==> src/pkg/pwg_defs.svh <==
// constants for the parameter write guard
`ifndef PWG_DEFS_SVH
`define PWG_DEFS_SVH
`define PWG_FAULT_CODE        8'h31
`define PWG_FAULT_NONE        8'h00
`define PWG_ST_NOT_READY      4'h0
`define PWG_ST_SW_ON_DISABLED 4'h2
`define PWG_ST_READY_SW_ON    4'h3
`define PWG_ST_FAULT          4'hE
`define PWG_ADDR_W            8
`define PWG_DATA_W            16
`define PWG_STATE_W           4
`endif

==> src/pkg/pwg_pkg.sv <==
// types shared by the parameter write guard
package pwg_pkg;
	typedef enum logic {PWG_SRC_CAN, PWG_SRC_SERIAL} pwg_src_t;
	typedef enum logic [1:0] {PWG_RSP_NONE, PWG_RSP_DONE, PWG_RSP_ABORT} pwg_rsp_t;
endpackage : pwg_pkg

==> src/pkg/pwg_mem_if.sv <==
// write and read port between the guard and its parameter store
`timescale 1ns/10ps
interface pwg_mem_if #(parameter int AW = 8, parameter int DW = 16);
	logic          wrEn;
	logic [AW-1:0] wrAddr;
	logic [DW-1:0] wrData;
	logic [AW-1:0] rdAddr;
	logic [DW-1:0] rdData;
	modport ctrl (output wrEn, output wrAddr, output wrData, output rdAddr, input rdData);
	modport mem  (input wrEn, input wrAddr, input wrData, input rdAddr, output rdData);
endinterface : pwg_mem_if

==> src/rtl/pwg_guard.sv <==
// parameter write guard: arbitrates CAN and serial writes, applies attributes
`timescale 1ns/10ps
`include "pwg_defs.svh"

// Overview of operation
// CAN and serial ports each read and write every parameter independently.
// writing a change-fault parameter raises fault code 49.
// attribute handling is identical for CAN and serial writes.
// the change fault stays latched; only power cycling (reset) clears it.
// idle-only parameters accept writes only in states 0, 2, 3 or 14.
// idle-only write outside those states gets an abort response.
// aborted writes leave stored value unchanged and cause no side effect.
// ordinary or permitted writes are stored with no fault and no abort.
module pwg_guard
	import pwg_pkg::*;
#(
	parameter int AW = `PWG_ADDR_W,
	parameter int DW = `PWG_DATA_W,
	parameter int SW = `PWG_STATE_W
) (
	input  wire logic          clock,
	input  wire logic          nrst,
	input  wire logic [SW-1:0] deviceState,
	input  wire logic          canReq,
	input  wire logic          canWrite,
	input  wire logic [AW-1:0] canAddr,
	input  wire logic [DW-1:0] canWrData,
	output logic               canAck,
	output pwg_pkg::pwg_rsp_t  canRsp,
	output logic [DW-1:0]      canRdData,
	input  wire logic          serReq,
	input  wire logic          serWrite,
	input  wire logic [AW-1:0] serAddr,
	input  wire logic [DW-1:0] serWrData,
	output logic               serAck,
	output pwg_pkg::pwg_rsp_t  serRsp,
	output logic [DW-1:0]      serRdData,
	input  wire logic          changeFaultAttr,
	input  wire logic          idleOnlyAttr,
	output logic [AW-1:0]      attrAddr,
	output logic               paramChangeFault,
	output logic [7:0]         faultCode
);
	import pwg_pkg::*;

	// ----------------------------------------
	// reset release
	// ----------------------------------------
	logic rstSync1_q, rstSync2_q;
	always_ff @(posedge clock or negedge nrst) begin
		if (!nrst) begin
			rstSync1_q <= 1'b0;
			rstSync2_q <= 1'b0;
		end else begin
			rstSync1_q <= 1'b1;
			rstSync2_q <= rstSync1_q;
		end
	end
	wire rstN = rstSync2_q;

	// ----------------------------------------
	// port arbitration
	// ----------------------------------------
	// one request per cycle; a request is served in the cycle it is seen, so
	// the losing port simply waits with its request held
	logic lastSer_q;
	logic canPend_q, serPend_q;
	// a port whose answer still stands is not granted again, so a requester that
	// holds its request up to the edge where it sees the ack is served only once
	wire  canReqV   = canReq && !canPend_q;
	wire  serReqV   = serReq && !serPend_q;
	wire  grantSer  = serReqV && (!canReqV || !lastSer_q);
	wire  grantCan  = canReqV && !grantSer;
	wire  anyGrant  = grantSer || grantCan;
	wire  selWrite  = grantSer ? serWrite : canWrite;
	wire [AW-1:0] selAddr = grantSer ? serAddr : canAddr;
	wire [DW-1:0] selData = grantSer ? serWrData : canWrData;
	pwg_src_t selSrc;
	assign selSrc   = grantSer ? PWG_SRC_SERIAL : PWG_SRC_CAN;
	assign attrAddr = selAddr;

	// ----------------------------------------
	// attribute decision
	// ----------------------------------------
	// the decision does not look at the source port at all
	wire stateIdle = (deviceState == `PWG_ST_NOT_READY)
		|| (deviceState == `PWG_ST_SW_ON_DISABLED)
		|| (deviceState == `PWG_ST_READY_SW_ON)
		|| (deviceState == `PWG_ST_FAULT);
	wire isWrite   = anyGrant && selWrite;
	wire refuse    = isWrite && idleOnlyAttr && !stateIdle;
	wire accept    = isWrite && !refuse;
	wire raiseFlt  = accept && changeFaultAttr;

	// ----------------------------------------
	// parameter store
	// ----------------------------------------
	pwg_mem_if #(.AW(AW), .DW(DW)) memBus ();
	assign memBus.wrEn   = accept;
	assign memBus.wrAddr = selAddr;
	assign memBus.wrData = selData;
	assign memBus.rdAddr = selAddr;

	pwg_param_mem #(.AW(AW), .DW(DW)) uMem (
		.clock (clock),
		.port  (memBus.mem)
	);

	// ----------------------------------------
	// responses
	// ----------------------------------------
	// read data leave the store one cycle after the request, so responses for
	// both reads and writes are given one cycle after the grant
	pwg_rsp_t rsp_q;
	logic     fault_q;

	always_ff @(posedge clock or negedge rstN) begin
		if (!rstN) begin
			lastSer_q <= 1'b0;
			canPend_q <= 1'b0;
			serPend_q <= 1'b0;
			rsp_q     <= PWG_RSP_NONE;
		end else begin
			if (anyGrant) begin
				lastSer_q <= (selSrc == PWG_SRC_SERIAL);
			end
			canPend_q <= grantCan;
			serPend_q <= grantSer;
			rsp_q     <= refuse ? PWG_RSP_ABORT : PWG_RSP_DONE;
		end
	end

	// latched until reset; no other path clears it
	always_ff @(posedge clock or negedge rstN) begin
		if (!rstN) begin
			fault_q <= 1'b0;
		end else if (raiseFlt) begin
			fault_q <= 1'b1;
		end
	end

	assign canAck           = canPend_q;
	assign serAck           = serPend_q;
	assign canRsp           = canPend_q ? rsp_q : PWG_RSP_NONE;
	assign serRsp           = serPend_q ? rsp_q : PWG_RSP_NONE;
	assign canRdData        = memBus.rdData;
	assign serRdData        = memBus.rdData;
	assign paramChangeFault = fault_q;
	assign faultCode        = fault_q ? `PWG_FAULT_CODE : `PWG_FAULT_NONE;

	// ----------------------------------------
	// checks: faults and attributes
	// ----------------------------------------
	chk_fault_raise: assert property (@(posedge clock) disable iff (!rstN)
		raiseFlt |=> paramChangeFault && faultCode == `PWG_FAULT_CODE)
		else $error("change fault not raised after write");
	chk_fault_sticky: assert property (@(posedge clock) disable iff (!rstN)
		paramChangeFault |=> paramChangeFault)
		else $error("change fault cleared without reset");
	chk_fault_cause: assert property (@(posedge clock) disable iff (!rstN)
		$rose(paramChangeFault) |-> $past(accept) && $past(changeFaultAttr))
		else $error("change fault raised without a write");
	chk_fault_code_zero: assert property (@(posedge clock) disable iff (!rstN)
		!paramChangeFault |-> faultCode == `PWG_FAULT_NONE)
		else $error("fault code shown without a fault");
	chk_abort_state: assert property (@(posedge clock) disable iff (!rstN)
		isWrite && idleOnlyAttr
		&& !(deviceState inside {`PWG_ST_NOT_READY, `PWG_ST_SW_ON_DISABLED,
			`PWG_ST_READY_SW_ON, `PWG_ST_FAULT})
		|=> rsp_q == PWG_RSP_ABORT)
		else $error("write in busy state not aborted");
	chk_idle_accept: assert property (@(posedge clock) disable iff (!rstN)
		isWrite && deviceState inside {`PWG_ST_NOT_READY, `PWG_ST_SW_ON_DISABLED,
			`PWG_ST_READY_SW_ON, `PWG_ST_FAULT} |-> memBus.wrEn)
		else $error("idle state write not stored");
	// a refused write must reach neither the store nor the fault latch
	chk_abort_nowrite: assert property (@(posedge clock) disable iff (!rstN)
		refuse |-> !memBus.wrEn && !raiseFlt)
		else $error("aborted write had an effect");
	chk_abort_nofault: assert property (@(posedge clock) disable iff (!rstN)
		refuse && !paramChangeFault |=> !paramChangeFault)
		else $error("aborted write raised the change fault");
	chk_plain_write: assert property (@(posedge clock) disable iff (!rstN)
		isWrite && !idleOnlyAttr && !changeFaultAttr
		|-> memBus.wrEn ##1 rsp_q == PWG_RSP_DONE)
		else $error("plain write not stored");
	chk_write_only: assert property (@(posedge clock) disable iff (!rstN)
		!isWrite |-> !memBus.wrEn)
		else $error("store written without a write request");

	// ----------------------------------------
	// checks: port handshake
	// ----------------------------------------
	// the pulse checks lean on the grant mask of a port whose answer stands
	chk_serial_abort: assert property (@(posedge clock) disable iff (!rstN)
		grantSer && refuse |=> serRsp == PWG_RSP_ABORT && canRsp == PWG_RSP_NONE)
		else $error("serial abort not reported on serial port");
	chk_can_abort: assert property (@(posedge clock) disable iff (!rstN)
		grantCan && refuse |=> canRsp == PWG_RSP_ABORT && serRsp == PWG_RSP_NONE)
		else $error("CAN abort not reported on CAN port");
	chk_port_ack: assert property (@(posedge clock) disable iff (!rstN)
		canReq && !serReq && !canAck |=> canAck)
		else $error("lone CAN request not served");
	chk_lone_ser: assert property (@(posedge clock) disable iff (!rstN)
		serReq && !canReq && !serAck |=> serAck)
		else $error("lone serial request not served");
	chk_both_one: assert property (@(posedge clock) disable iff (!rstN)
		canReq && serReq && !canAck && !serAck |=> canAck != serAck)
		else $error("contending requests not served one at a time");
	chk_idle_quiet: assert property (@(posedge clock) disable iff (!rstN)
		!canReq && !serReq |=> !canAck && !serAck)
		else $error("ack given without a request");
	chk_can_pulse: assert property (@(posedge clock) disable iff (!rstN)
		canAck |=> !canAck)
		else $error("CAN ack longer than one cycle");
	chk_ser_pulse: assert property (@(posedge clock) disable iff (!rstN)
		serAck |=> !serAck)
		else $error("serial ack longer than one cycle");
	chk_can_rsp: assert property (@(posedge clock) disable iff (!rstN)
		canAck |-> canRsp != PWG_RSP_NONE)
		else $error("CAN ack without a response code");
	chk_ser_rsp: assert property (@(posedge clock) disable iff (!rstN)
		serAck |-> serRsp != PWG_RSP_NONE)
		else $error("serial ack without a response code");
endmodule : pwg_guard

==> src/rtl/pwg_param_mem.sv <==
// parameter store with registered read data
`timescale 1ns/10ps
`include "pwg_defs.svh"
module pwg_param_mem #(
	parameter int AW = 8,
	parameter int DW = 16
) (
	input  wire logic clock,
	pwg_mem_if.mem    port
);
	logic [DW-1:0] store [0:(1<<AW)-1];
	logic [DW-1:0] rdData_q;

	always_ff @(posedge clock) begin
		if (port.wrEn) begin
			store[port.wrAddr] <= port.wrData;
		end
		rdData_q <= store[port.rdAddr];
	end

	assign port.rdData = rdData_q;
endmodule : pwg_param_mem

==> config.mk <==
export PLATFORM = sky130hd
export DESIGN_NAME = pwg_guard
export DESIGN_NICKNAME = d
export VERILOG_FILES = /design/src/pkg/pwg_pkg.sv /design/src/pkg/pwg_mem_if.sv /design/src/rtl/pwg_guard.sv /design/src/rtl/pwg_param_mem.sv
export VERILOG_INCLUDE_DIRS = /design/src /design/src/pkg
export SDC_FILE = /design/constraint.sdc
export NUM_CORES = 2
export LEC_CHECK = 0
export BUFFER_PORTS_ARGS = -buffer_cell sky130_fd_sc_hd__buf_4
export CORE_ASPECT_RATIO = 1.5
export CORE_MARGIN = 10
export CORE_UTILIZATION = 30
export DETAILED_ROUTE_END_ITERATION = 12
export GPL_ROUTABILITY_DRIVEN = 0
export PLACE_DENSITY = 0.45
export SLEW_MARGIN = 0
export SYNTH_ARGS = -nofsm -noshare
export SYNTH_HDL_FRONTEND = slang
export SYNTH_SLANG_ARGS = --single-unit
==> constraint.sdc <==
create_clock -name clock -period 3.7 [get_ports clock]
set_input_delay 0.185 -clock clock [delete_from_list [all_inputs] [get_ports clock]]
set_output_delay 0.185 -clock clock [all_outputs]
set_load 0.005 [all_outputs]
==> results.toml <==
[drt]
via_per_inst = 5.11
vias = 84900
dr.pass1.iters = 6
routedWlPerCell_um = 31.0
drt.antenna.violating_nets = 0
drc = 0
drt-total-wl_mm = 516
drt_iter0_markers = 7499

[grt]
grt-ovfl-total = 0
antenna_found_initial = 28
grt_pass1_vias = 87300
grt_max_degree = 121
grt_pass1_wl_mm = 711
track_usage_pct = 17.9

[setup_path]
end_kind = "flop"
startpoint = "serAck$_DFF_PN0_"
r2r_setup_slack_ps = -440
worstReg2RegStart = "serAck$_DFF_PN0_"
startpoint_type = "flop"
crit_type = "reg2reg"
worstPathRequired_ps = 4550
worst-endpoint-arrival_ps = 4990
path_max_fanout = 7

[timing]
setup_viol = 16
hold_viol = 0
final.setup_skew_ps = 63.1
setup_slack_ps = -439
fmax_mhz = 242
period_share_pct = 112
finalSetupTns_ps = -3940
worstMarginPinSlew_ps = 1230
rsz0062_at_grt = "yes"
relSlewSlack_pct = 17.4
drv_slew = 0
period_needed_ps = 4140

[logic_synthesis]
synth_top_area_share_pct = 77.7
ys_ff_latch = 4120
async_flop_share_pct = 0.194
postSynthCellCount = 8050
ys_seq_area_share_pct = 78.0
synth.avg_cell_area_um2 = 19.7
ys_top_cells_by_area = "edfxtp_1, mux4_2, mux2i_1"
yosys_warnings = 0
synth_cell_types = 58
ys.flop_type = "edfxtp_1"
synth_top_area_cell = "edfxtp_1"
syn_area_um2 = 158000
synth-edff-count = 4096

[placement]
port_buffers = 109
dpl.cell_count = 15700
dp_hpwl_mm = 331

[die]
fp.dieH_um = 910
die_w_um = 613
ios = 115
placementRows = 326
core_um2 = 526000
start_util_pct = 30.1
die_area_um2 = 558000

[cells_and_area]
drive_above_1_share_pct = 30.1
n_fill_cell = 47800
layout_common_cells = "edfxtp_1, buf_4, mux2i_1"
ff_latch_area_um2 = 124000
layout.nets = 9474
final_common_cell = "edfxtp_1"
final_cells = 16600
multiInputGateArea_um2 = 34500
area_growth_pct = 24.9

[clock_tree]
clk_latency_ps = 1030
numCtsBuffers = 396
cts_root_buf = "clkbuf_16"
htree_levels = 5
cts_sinks = 4120
clk_pin_slew_ps = 60
cts_max_path_buffers = 4
cts_tree = "yes"

[min_path]
worst_hold_path_type = "in2reg"
hold_path.startpoint = "canWrData[2]"

[job]
cap_violations = 0

[status]
status = "complete, but fails checks"
violations = "setup timing"

[power]
vdd_ir_drop_max_mv = 0.422
leakagePower_nw = 65.3
p_per_area_nw_per_um2 = 550
==> final cells by class <==
type,instances,area share [%]
Antenna cell,7,0.00886
Clock buffer,493,5.28
Clock inverter,230,1.23
Inverter,7,0.0240
Multi-Input combinational cell,3420,17.5
Sequential cell,4120,62.5
Tap cell,6888,4.36
Timing Repair Buffer,1469,9.17
==> layer usage <==
metal  vias up  global-route usage [%]  wire length (µm)
met5         -                       0                14
met4         2                    5.41             18200
met3       598                    2.48             26200
met2      2445                    31.6            263000
met1     45800                    22.8            209000
li1      36100                       -                 -
==> cells in the mapped netlist (68+ instances only) <==
master / count
edfxtp_1: 4096
mux2i_1: 819
mux4_2: 464
o22ai_1: 291
nor2_1: 286
clkbuf_1: 240
a22oi_1: 208
nand2_1: 203
buf_2: 188
mux2_2: 163
a21oi_1: 149
o22a_1: 144
o21ai_0: 119
nand3_1: 109
or4_1: 80
nand4_1: 68
==> stage by stage <==
| step | hold WS, ps | cell area [µm²] | power [mW] | worst slack [ps] | utilization [%] |
|---|---|---|---|---|---|
| 4_1_cts | 1.03 | 196000 | 110 | -528 | 37.3 |
| 2_1_floorplan | -111 | 158000 | 60.4 | -207 | - |
| 5_1_grt | 51.6 | 198000 | 112 | -432 | 37.6 |
| 6_report | 41.9 | 198000 | 109 | -439 | 37.6 |
| 3_5_place_dp | -27.9 | 180000 | 67.4 | -1450 | 34.3 |
| 3_3_place_gp | -27.0 | 180000 | 67.2 | -1980 | 34.3 |
==> sequential cells by signal (all words and copies together) (netlist names) <==
register	count
uMem.port.rdData	16
uMem.store	4096
rstSync1_q	1
rstN	1
lastSer_q	1
canAck	1
paramChangeFault	1
rsp_q	2
serAck	1
==> critical path, stage by stage, from the launching register on <==
cell and delay, ps:
dfrtp_1 420, and3b_2 280, and2_4 170, nor2_4 170, buf_12 170, buf_12 110, buf_16 130, buf_16 130
buf_8 110, mux2_2 330, a222oi_1 450, nand4_1 620, nor4_4 680, o32ai_2 140
==> report_power, final <==
group          switching, mW  total (mW)  internal (mW)
clock                   17.8        41.0           23.2
sequential             0.292        53.1           52.9
combinational           8.77        14.6           5.87
total                   26.9         109           81.9
==> cell families after synthesis <==
logic type | synth area share [%]
flops | 78.0
other cells | 0.00474
mux | 13.0
simple gates | 2.67
compound gates | 4.75
buf+inv | 1.51
==> repair_timing <==
| action | 4_1_cts | 5_1_grt |
|---|---|---|
| hold buffers | 40 | 1 |
| gates cloned | 20 | 8 |
| pin swaps | 66 | 54 |
| endpoints found under the setup margin | 417 | 504 |
| buffers inserted | 91 | 68 |
| endpoints found under the hold margin | 286 | 22 |
| gates resized for setup | 226 | 154 |
==> worst paths after layout <==
kind	endpoint	depth (start not counted)
worst max-delay path	uMem.port.rdData[1]$_DFF_P_	13
worst min-delay path	uMem.store[221][2]$_DFFE_PP_	3
worst max register to register	uMem.port.rdData[1]$_DFF_P_	13
worst min register to register	rstN$_DFF_PN0_	0
max in group asynchronous	paramChangeFault$_DFFE_PN0P_	0
min in group asynchronous	rstN$_DFF_PN0_	3
Power figures use the tool's default switching activity.
